File: config.mk
export PLATFORM = sky130hd
export DESIGN_NAME = bsb_exec
export DESIGN_NICKNAME = d
export VERILOG_FILES = /design/src/bsb_exec.v
export VERILOG_INCLUDE_DIRS = /design/src
export SDC_FILE = /design/constraint.sdc
export NUM_CORES = 1
export LEC_CHECK = 0
export BUFFER_PORTS_ARGS = -buffer_cell sky130_fd_sc_hd__buf_2
export CAP_MARGIN = 40
export CORE_ASPECT_RATIO = 1.1
export CORE_MARGIN = 2
export CORE_UTILIZATION = 40
export CTS_BUF_LIST = sky130_fd_sc_hd__clkbuf_8 sky130_fd_sc_hd__clkbuf_16
export CTS_CLUSTER_DIAMETER = 50
export DETAILED_ROUTE_END_ITERATION = 8
export PLACE_DENSITY_LB_ADDON = 0.1
export SLEW_MARGIN = 0
export SYNTH_ARGS = -nofsm -noshare
export SYNTH_HDL_FRONTEND = slang
export SYNTH_SLANG_ARGS = --single-unit
File: constraint.sdc
create_clock -name pclk -period 8.88 [get_ports pclk]
set_input_delay 2.22 -clock pclk [delete_from_list [all_inputs] [get_ports pclk]]
set_output_delay 2.22 -clock pclk [all_outputs]
set_load 0.01 [all_outputs]
File: src/bsb_defines.vh
// Purpose: shared constants of the branch, skip and bit-operation execution unit
// Assumes: included by bsb_exec.v and by the testbench
// Notes: command word layout, opcodes, flag positions, register map and cycle counts
`ifndef BSB_DEFINES_VH
`define BSB_DEFINES_VH

// ************************************************************
// command word fields
// ************************************************************
`define BSB_F_OP 4:0
`define BSB_F_RD 9:5
`define BSB_F_IO 15:10
`define BSB_F_BIT 18:16
`define BSB_F_LONG 19
`define BSB_F_K 31:24

// ************************************************************
// opcodes
// ************************************************************
`define BSB_OP_COMPARE_IMMEDIATE 5'h00
`define BSB_OP_SKIP_REG_BIT_CLEAR 5'h01
`define BSB_OP_SKIP_REG_BIT_SET 5'h02
`define BSB_OP_SKIP_IO_BIT_CLEAR 5'h03
`define BSB_OP_SKIP_IO_BIT_SET 5'h04
`define BSB_OP_BRANCH_FLAG_SET 5'h05
`define BSB_OP_BRANCH_FLAG_CLEAR 5'h06
`define BSB_OP_BRANCH_EQUAL 5'h07
`define BSB_OP_BRANCH_NOT_EQUAL 5'h08
`define BSB_OP_BRANCH_CARRY_SET 5'h09
`define BSB_OP_BRANCH_CARRY_CLEAR 5'h0a
`define BSB_OP_BRANCH_SAME_OR_HIGHER 5'h0b
`define BSB_OP_BRANCH_LOWER 5'h0c
`define BSB_OP_BRANCH_MINUS 5'h0d
`define BSB_OP_BRANCH_PLUS 5'h0e
`define BSB_OP_BRANCH_SIGNED_GE 5'h0f
`define BSB_OP_BRANCH_SIGNED_LT 5'h10
`define BSB_OP_BRANCH_HALF_CARRY_SET 5'h11
`define BSB_OP_BRANCH_HALF_CARRY_CLEAR 5'h12
`define BSB_OP_BRANCH_COPY_FLAG_SET 5'h13
`define BSB_OP_BRANCH_COPY_FLAG_CLEAR 5'h14
`define BSB_OP_BRANCH_OVERFLOW_SET 5'h15
`define BSB_OP_BRANCH_OVERFLOW_CLEAR 5'h16
`define BSB_OP_BRANCH_IRQ_ENABLED 5'h17
`define BSB_OP_BRANCH_IRQ_DISABLED 5'h18
`define BSB_OP_SET_IO_BIT 5'h19
`define BSB_OP_CLEAR_IO_BIT 5'h1a
`define BSB_OP_LOGICAL_SHIFT_LEFT 5'h1b
`define BSB_OP_LOGICAL_SHIFT_RIGHT 5'h1c
`define BSB_OP_LAST 5'h1c

// ************************************************************
// status flag register bits
// ************************************************************
`define BSB_FL_C 3'd0
`define BSB_FL_Z 3'd1
`define BSB_FL_N 3'd2
`define BSB_FL_V 3'd3
`define BSB_FL_S 3'd4
`define BSB_FL_H 3'd5
`define BSB_FL_T 3'd6
`define BSB_FL_I 3'd7

// ************************************************************
// register map (byte addresses, gpr/io high address bits, reset values)
// ************************************************************
`define BSB_A_CMD 12'h000
`define BSB_A_PC 12'h004
`define BSB_A_STATUS_FLAG_REGISTER 12'h008
`define BSB_A_STAT 12'h00c
`define BSB_A_GPR_HI 5'h02
`define BSB_A_IO_HI 4'h2
`define BSB_RST_PC 16'h0000
`define BSB_RST_STATUS_FLAG_REGISTER 8'h00

// ************************************************************
// cycle counts
// ************************************************************
`define BSB_CYC_1 2'd1
`define BSB_CYC_2 2'd2
`define BSB_CYC_3 2'd3
`endif

File: src/bsb_exec.v
// Purpose: executes compare-immediate, skips, flag branches, io bit set/clear and shifts
// Assumes: apb3 slave, one clock, pce freezes all state including the bus side
// Notes: one command is issued per accepted write to the command register
`timescale 1ns/10ps
`include "bsb_defines.vh"

module bsb_exec #(
   parameter PC_W = 16,
   parameter AW = 12
) (
   input wire pclk,
   input wire presetn,
   input wire pce,
   input wire psel,
   input wire penable,
   input wire pwrite,
   input wire [AW-1:0] paddr,
   input wire [31:0] pwdata,
   output reg pready,
   output reg [31:0] prdata,
   output reg pslverr,
   output reg busy,
   output reg done,
   output reg [PC_W-1:0] pc,
   output reg [7:0] status_flag_register
);

   // ************************************************************
   // storage
   // ************************************************************
   reg [7:0] gpr [0:31];
   reg [7:0] io [0:63];
   reg [31:0] cmd_r;
   reg [1:0] cnt_r;

   wire [4:0] op = cmd_r[`BSB_F_OP];
   wire [4:0] rd_idx = cmd_r[`BSB_F_RD];
   wire [5:0] io_idx = cmd_r[`BSB_F_IO];
   wire [2:0] bsel = cmd_r[`BSB_F_BIT];
   wire [7:0] kval = cmd_r[`BSB_F_K];
   wire [7:0] rd_val = gpr[rd_idx];
   wire [7:0] io_val = io[io_idx];
   // offset is a signed word displacement
   wire [PC_W-1:0] k_ext = {{(PC_W-8){kval[7]}}, kval};
   wire [7:0] cmp_res = rd_val - kval;

   // ************************************************************
   // execution decode
   // ************************************************************
   reg is_br;
   reg is_skip;
   reg cond;
   reg [1:0] cyc;
   reg [PC_W-1:0] pc_nxt;
   reg [7:0] status_flag_register_nxt;
   reg gpr_we;
   reg [7:0] gpr_wd;
   reg io_we;
   reg [7:0] io_wd;

   always @*
   begin
      is_br = 1'b0;
      is_skip = 1'b0;
      cond = 1'b0;
      status_flag_register_nxt = status_flag_register;
      gpr_we = 1'b0;
      gpr_wd = rd_val;
      io_we = 1'b0;
      io_wd = io_val;
      case (op)
         `BSB_OP_COMPARE_IMMEDIATE:
         begin
            status_flag_register_nxt[`BSB_FL_H] = (~rd_val[3] & kval[3]) | (kval[3] & cmp_res[3]) |
               (cmp_res[3] & ~rd_val[3]);
            status_flag_register_nxt[`BSB_FL_V] = (rd_val[7] & ~kval[7] & ~cmp_res[7]) |
               (~rd_val[7] & kval[7] & cmp_res[7]);
            status_flag_register_nxt[`BSB_FL_C] = (~rd_val[7] & kval[7]) | (kval[7] & cmp_res[7]) |
               (cmp_res[7] & ~rd_val[7]);
            status_flag_register_nxt[`BSB_FL_N] = cmp_res[7];
            status_flag_register_nxt[`BSB_FL_Z] = (cmp_res == 8'h00);
         end
         `BSB_OP_SKIP_REG_BIT_CLEAR:
         begin
            is_skip = 1'b1;
            cond = ~rd_val[bsel];
         end
         `BSB_OP_SKIP_REG_BIT_SET:
         begin
            is_skip = 1'b1;
            cond = rd_val[bsel];
         end
         `BSB_OP_SKIP_IO_BIT_CLEAR:
         begin
            is_skip = 1'b1;
            cond = ~io_val[bsel];
         end
         `BSB_OP_SKIP_IO_BIT_SET:
         begin
            is_skip = 1'b1;
            cond = io_val[bsel];
         end
         `BSB_OP_BRANCH_FLAG_SET:
         begin
            is_br = 1'b1;
            cond = status_flag_register[bsel];
         end
         `BSB_OP_BRANCH_FLAG_CLEAR:
         begin
            is_br = 1'b1;
            cond = ~status_flag_register[bsel];
         end
         `BSB_OP_BRANCH_EQUAL:
         begin
            is_br = 1'b1;
            cond = status_flag_register[`BSB_FL_Z];
         end
         `BSB_OP_BRANCH_NOT_EQUAL:
         begin
            is_br = 1'b1;
            cond = ~status_flag_register[`BSB_FL_Z];
         end
         `BSB_OP_BRANCH_CARRY_SET, `BSB_OP_BRANCH_LOWER:
         begin
            is_br = 1'b1;
            cond = status_flag_register[`BSB_FL_C];
         end
         `BSB_OP_BRANCH_CARRY_CLEAR, `BSB_OP_BRANCH_SAME_OR_HIGHER:
         begin
            is_br = 1'b1;
            cond = ~status_flag_register[`BSB_FL_C];
         end
         `BSB_OP_BRANCH_MINUS:
         begin
            is_br = 1'b1;
            cond = status_flag_register[`BSB_FL_N];
         end
         `BSB_OP_BRANCH_PLUS:
         begin
            is_br = 1'b1;
            cond = ~status_flag_register[`BSB_FL_N];
         end
         `BSB_OP_BRANCH_SIGNED_GE:
         begin
            is_br = 1'b1;
            cond = ~(status_flag_register[`BSB_FL_N] ^ status_flag_register[`BSB_FL_V]);
         end
         `BSB_OP_BRANCH_SIGNED_LT:
         begin
            is_br = 1'b1;
            cond = status_flag_register[`BSB_FL_N] ^ status_flag_register[`BSB_FL_V];
         end
         `BSB_OP_BRANCH_HALF_CARRY_SET:
         begin
            is_br = 1'b1;
            cond = status_flag_register[`BSB_FL_H];
         end
         `BSB_OP_BRANCH_HALF_CARRY_CLEAR:
         begin
            is_br = 1'b1;
            cond = ~status_flag_register[`BSB_FL_H];
         end
         `BSB_OP_BRANCH_COPY_FLAG_SET:
         begin
            is_br = 1'b1;
            cond = status_flag_register[`BSB_FL_T];
         end
         `BSB_OP_BRANCH_COPY_FLAG_CLEAR:
         begin
            is_br = 1'b1;
            cond = ~status_flag_register[`BSB_FL_T];
         end
         `BSB_OP_BRANCH_OVERFLOW_SET:
         begin
            is_br = 1'b1;
            cond = status_flag_register[`BSB_FL_V];
         end
         `BSB_OP_BRANCH_OVERFLOW_CLEAR:
         begin
            is_br = 1'b1;
            cond = ~status_flag_register[`BSB_FL_V];
         end
         `BSB_OP_BRANCH_IRQ_ENABLED:
         begin
            is_br = 1'b1;
            cond = status_flag_register[`BSB_FL_I];
         end
         `BSB_OP_BRANCH_IRQ_DISABLED:
         begin
            is_br = 1'b1;
            cond = ~status_flag_register[`BSB_FL_I];
         end
         `BSB_OP_SET_IO_BIT:
         begin
            io_we = 1'b1;
            io_wd = io_val | (8'h01 << bsel);
         end
         `BSB_OP_CLEAR_IO_BIT:
         begin
            io_we = 1'b1;
            io_wd = io_val & ~(8'h01 << bsel);
         end
         `BSB_OP_LOGICAL_SHIFT_LEFT:
         begin
            gpr_we = 1'b1;
            gpr_wd = {rd_val[6:0], 1'b0};
            status_flag_register_nxt[`BSB_FL_C] = rd_val[7];
            status_flag_register_nxt[`BSB_FL_N] = rd_val[6];
            status_flag_register_nxt[`BSB_FL_V] = rd_val[6] ^ rd_val[7];
            status_flag_register_nxt[`BSB_FL_Z] = (rd_val[6:0] == 7'h00);
         end
         `BSB_OP_LOGICAL_SHIFT_RIGHT:
         begin
            gpr_we = 1'b1;
            gpr_wd = {1'b0, rd_val[7:1]};
            status_flag_register_nxt[`BSB_FL_C] = rd_val[0];
            status_flag_register_nxt[`BSB_FL_N] = 1'b0;
            status_flag_register_nxt[`BSB_FL_V] = rd_val[0];
            status_flag_register_nxt[`BSB_FL_Z] = (rd_val[7:1] == 7'h00);
         end
         default:
         begin
            status_flag_register_nxt = status_flag_register;
         end
      endcase
      // sign flag kept consistent with N and V for the flag-writing ops
      status_flag_register_nxt[`BSB_FL_S] = (is_br | is_skip | io_we) ? status_flag_register[`BSB_FL_S] :
         (status_flag_register_nxt[`BSB_FL_N] ^ status_flag_register_nxt[`BSB_FL_V]);
      if (is_br && cond)
      begin
         cyc = `BSB_CYC_2;
         pc_nxt = pc + k_ext + {{(PC_W-1){1'b0}}, 1'b1};
      end
      else if (is_skip && cond && cmd_r[`BSB_F_LONG])
      begin
         cyc = `BSB_CYC_3;
         pc_nxt = pc + {{(PC_W-2){1'b0}}, 2'd3};
      end
      else if (is_skip && cond)
      begin
         cyc = `BSB_CYC_2;
         pc_nxt = pc + {{(PC_W-2){1'b0}}, 2'd2};
      end
      else
      begin
         cyc = io_we ? `BSB_CYC_2 : `BSB_CYC_1;
         pc_nxt = pc + {{(PC_W-1){1'b0}}, 1'b1};
      end
   end

   // ************************************************************
   // apb decode
   // ************************************************************
   wire acc = psel & penable;
   wire hit_cmd = (paddr == `BSB_A_CMD);
   wire hit_pc = (paddr == `BSB_A_PC);
   wire hit_status_flag_register = (paddr == `BSB_A_STATUS_FLAG_REGISTER);
   wire hit_stat = (paddr == `BSB_A_STAT);
   wire hit_gpr = (paddr[11:7] == `BSB_A_GPR_HI) && (paddr[1:0] == 2'b00);
   wire hit_io = (paddr[11:8] == `BSB_A_IO_HI) && (paddr[1:0] == 2'b00);
   wire mapped = hit_cmd | hit_pc | hit_status_flag_register | hit_stat | hit_gpr | hit_io;
   // writes are refused while a command runs so its operands cannot shift under it
   wire bad = ~mapped | (pwrite & (busy | hit_stat)) |
      (pwrite & hit_cmd & (pwdata[`BSB_F_OP] > `BSB_OP_LAST));
   wire wr_fire = acc & pready & pwrite & ~pslverr;
   wire start = wr_fire & hit_cmd;
   wire finish = busy & (cnt_r == cyc);

   reg [31:0] rd_mux;

   always @*
   begin
      rd_mux = 32'h00000000;
      if (hit_cmd)
         rd_mux = cmd_r;
      else if (hit_pc)
         rd_mux = {{(32-PC_W){1'b0}}, pc};
      else if (hit_status_flag_register)
         rd_mux = {24'h000000, status_flag_register};
      else if (hit_stat)
         rd_mux = {28'h0000000, cnt_r, done, busy};
      else if (hit_gpr)
         rd_mux = {24'h000000, gpr[paddr[6:2]]};
      else if (hit_io)
         rd_mux = {24'h000000, io[paddr[7:2]]};
   end

   // ************************************************************
   // bus slave: one wait state, outputs registered
   // ************************************************************
   always @(posedge pclk or negedge presetn)
   begin
      if (!presetn)
      begin
         pready <= 1'b0;
         prdata <= 32'h00000000;
         pslverr <= 1'b0;
      end
      else if (pce)
      begin
         if (acc && !pready)
         begin
            pready <= 1'b1;
            prdata <= pwrite ? 32'h00000000 : rd_mux;
            pslverr <= bad;
         end
         else
         begin
            pready <= 1'b0;
            pslverr <= 1'b0;
         end
      end
   end

   // ************************************************************
   // sequencing and architectural state
   // ************************************************************
   always @(posedge pclk or negedge presetn)
   begin
      if (!presetn)
      begin
         cmd_r <= 32'h00000000;
         cnt_r <= 2'd0;
         busy <= 1'b0;
         done <= 1'b0;
         pc <= `BSB_RST_PC;
         status_flag_register <= `BSB_RST_STATUS_FLAG_REGISTER;
      end
      else if (pce)
      begin
         done <= finish;
         if (start)
         begin
            cmd_r <= pwdata;
            busy <= 1'b1;
            cnt_r <= `BSB_CYC_1;
         end
         else if (finish)
         begin
            busy <= 1'b0;
            pc <= pc_nxt;
            status_flag_register <= status_flag_register_nxt;
         end
         else if (busy)
            cnt_r <= cnt_r + 2'd1;
         if (wr_fire && hit_pc)
            pc <= pwdata[PC_W-1:0];
         if (wr_fire && hit_status_flag_register)
            status_flag_register <= pwdata[7:0];
      end
   end

   // memories are data, not control, and carry no reset
   always @(posedge pclk)
   begin
      if (pce)
      begin
         if (finish && gpr_we)
            gpr[rd_idx] <= gpr_wd;
         else if (wr_fire && hit_gpr)
            gpr[paddr[6:2]] <= pwdata[7:0];
         if (finish && io_we)
            io[io_idx] <= io_wd;
         else if (wr_fire && hit_io)
            io[paddr[7:2]] <= pwdata[7:0];
      end
   end

endmodule

==> results.py <==
metrics = {
    "run_status": {
        "outcome": "finished, final reports clean",
    },
    "worst_setup_path": {
        "crit_cells": 12,
        "worst-path-max-fanout": 48,
        "crit_type": "flop to flop",
        "crit_arrival_ps": 7310,
        "required_ps": 9190,
        "crit_buf_inv": 2,
        "worstReg2RegEnd": "gpr[16][7]",
        "r2r_slack_ps": 1880,
        "crit_path_max_incr_delay_ps": 1020,
        "crit_path_start_kind": "flop",
        "slowest_stage": "dfrtp_4",
        "reg2reg_depth": 12,
        "critPathCapture": "gpr[16][7]",
        "end_kind": "flop",
        "cp-startpoint": "cmd_r[5]",
        "cpLargestDelayFamily": "compound AO/OA/AOI/OAI gates",
        "worstPathCellList": "buf_4, mux4_2, a221oi_1, nand3_1, mux4_2, a211oi_1, a311o_1, a21oi_1, o31ai_4, buf_4, mux2i_1, nor2_1",
        "r2r-start": "cmd_r[5]",
    },
    "finish": {
        "drive_above_1_share_pct": 28.85,
        "seqCellArea_um2": 25430,
        "final_cell_mix": "edfxtp_1, mux4_2, nor2_1",
        "area_delta_synth_final_pct": 13.98,
        "final_common_cell": "edfxtp_1",
        "n_fill_cell": 9318,
        "finalNonFillerCells": 4364,
        "multi_input_area_um2": 17120,
        "fin_nets": 2943,
    },
    "floorplan": {
        "initial_core_util_pct": 40.43,
        "dieArea_um2": 111500,
        "design.core.area_um2": 107700,
        "fp.dieW_um": 318.5,
        "rows": 126,
        "pin_count": 110,
        "die_h_um": 350.0,
    },
    "timing": {
        "timing.fmax_mhz": 142.8,
        "finalCriticalPeriod_ps": 7003,
        "rsz0062_at_grt": "no",
        "setup_viol": 0,
        "fin_skew_ps": 38.53,
        "tightest_slew_ps": 968.5,
        "period_share_pct": 78.86,
        "finalHoldViolCount": 0,
        "drv_slew": 0,
        "finalSetupTns_ps": 0,
        "finalWorstSetupSlack_ps": 1877,
        "relSlewSlack_pct": 34.84,
    },
    "clock_network": {
        "cts_resized": 0,
        "cts_buffer_depth": 3,
        "cts_root_buf": "clkbuf_16",
        "htreeDepth": 3,
        "ctsHoldBuffers": 0,
        "tritoncts": "yes",
        "clock_sinks": 862,
        "worstSkewPairLatency_ps": 700,
        "cts.clk_slew.worst_paths_ps": 60,
        "postCtsSetupBuffers": 0,
        "cts_inserted_buffers": 107,
    },
    "global_routing": {
        "grt_pass1_wl_um": 208200,
        "grt_max_degree": 106,
        "grt_use_total_pct": 25.95,
        "antenna_found_initial": 3,
        "first_global_vias": 28150,
        "overflow": 0,
    },
    "placed_design": {
        "place_congestion": 0.9331,
        "dp_hpwl_um": 100500,
        "dp.cells": 4159,
        "pre_cts_slack_ps": 1953,
        "io_buffers": 109,
    },
    "logic_synthesis": {
        "synth_warnings": 0,
        "synth_cell_types": 92,
        "synth-edff-count": 768,
        "async_flop_share_pct": 10.90,
        "ys_ff_latch": 862,
        "synth_area_per_cell_um2": 15.90,
        "syn-instance-count": 2737,
        "syn_nets": 2819,
        "synth_flop_cell": "edfxtp_1",
        "yosysSeqAreaShare_pct": 58.39,
        "synth_area_um2": 43530,
    },
    "detailed_routing": {
        "wire_per_inst_um": 33.22,
        "drt_pre_antenna_iters": 5,
        "viasPerCell": 6.352,
        "vias": 27720,
        "finalWirelength_um": 145000,
        "route.detailed.drc": 0,
        "drt_iter0_drc": 3047,
        "postRouteAntennaNets": 0,
    },
    "flow_run": {
        "maxCapViolCount": 0,
    },
    "power": {
        "p_leak_nw": 16.92,
        "ir_drop_v": 0.0001477,
        "power_w": 0.009153,
        "p_per_area_nw_per_um2": 184.5,
    },
    "min_path": {
        "hp-class": "flop to flop",
    },
}
-- state kept, by name, summed over array words and instances, names as in the netlist --
register,flops
pready,1
prdata,32
cmd_r,32
pslverr,1
gpr,256
cnt_r,2
io,512
busy,1
status_flag_register,8
pc,16
done,1
-- cell families after synthesis --
logic type / Yosys count / synth area share, %
AO/OA/AOI/OAI: 460 / 7.500
XOR/XNOR: 18 / 0.3622
adder cells (fa/ha/maj): 32 / 0.9888
buffers and inverters: 248 / 2.656
AND/OR/NAND/NOR: 576 / 6.111
multiplexers: 541 / 24.00
flip-flops: 862 / 58.39
-- synthesized netlist by cell type (6+ instances only) --
library cell | number | share of area, %
edfxtp_1 | 768 | 53
mux4_2 | 400 | 21
nor2_1 | 212 | 1.8
nand2_1 | 159 | 1.4
mux2i_1 | 127 | 2.9
clkbuf_1 | 118 | 1.0
dfrtp_1 | 94 | 5.4
a21oi_1 | 88 | 1.0
o21ai_0 | 75 | 0.86
inv_1 | 54 | 0.47
a22oi_1 | 51 | 0.88
nand3_1 | 46 | 0.53
o22ai_1 | 40 | 0.57
a22o_1 | 28 | 0.56
ha_1 | 28 | 0.80
buf_1 | 27 | 0.23
nor3_1 | 25 | 0.29
a31oi_1 | 23 | 0.33
buf_2 | 18 | 0.21
o211ai_1 | 18 | 0.31
nand2b_1 | 17 | 0.24
nor2b_1 | 17 | 0.24
and3_1 | 16 | 0.23
and2_1 | 14 | 0.20
buf_6 | 13 | 0.34
xnor2_1 | 13 | 0.26
nor4_1 | 12 | 0.17
a211oi_1 | 11 | 0.19
mux2_2 | 11 | 0.28
a222oi_1 | 9 | 0.21
buf_4 | 9 | 0.16
a21o_1 | 8 | 0.14
a221oi_1 | 8 | 0.16
nand4_1 | 8 | 0.11
or2_2 | 8 | 0.11
or3_1 | 8 | 0.11
nand3b_1 | 7 | 0.12
o2111ai_1 | 6 | 0.12
o22a_1 | 6 | 0.12
o31a_1 | 6 | 0.12
-- worst min path at each step --
stage	from	to	slack, ps	depth (start not counted)
floorplan	cmd_r[20]	cmd_r[20]	450	2
global placement	prdata[7]	prdata[7]	450	2
detailed placement	cmd_r[23]	cmd_r[23]	460	2
CTS	cmd_r[23]	cmd_r[23]	480	2
global route	prdata[4]	prdata[4]	490	2
finish	cmd_r[23]	cmd_r[23]	480	2
-- worst min-delay path: stages (launching register included) --
cell and delay (ps):
dfrtp_1 340, nand2_1 50, nand2_1 50
-- final cells by class --
| cell class | count | share of cell area (%) |
|---|---|---|
| flip-flops and latches | 862 | 51.25 |
| repair buffers | 205 | 2.948 |
| clock buffers | 110 | 5.525 |
| clock inverters | 91 | 1.773 |
| multi-input cells | 1627 | 34.50 |
| diodes | 3 | 0.01513 |
| inverters | 58 | 0.4413 |
| well taps | 1408 | 3.551 |
-- routing by layer --
metal	wire [um]	GRT usage, %
met5	27	0
met1	57310	33.70
met4	5255	9.604
met2	71020	43.62
met3	11340	4.815
-- stage by stage --
| stage | hold WS [ps] | instance area (um^2) | util, % |
|---|---|---|---|
| finish | 476.6 | 49620 | 46.08 |
| floorplan | 446.6 | 43530 | - |
| detailed placement | 463.7 | 45980 | 42.70 |
| global route | 490.6 | 49610 | 46.07 |
| global placement | 452.8 | 45680 | 42.43 |
| CTS | 478.4 | 49600 | 46.06 |
-- where the power goes --
group          switching, W  leakage [nW]  internal [W]
clock               0.00178          1.82       0.00263
combinational      0.000215          7.02      0.000156
sequential       0.00000807          8.08       0.00436
total               0.00200          16.9       0.00715
(Power assumes the default switching activity.)
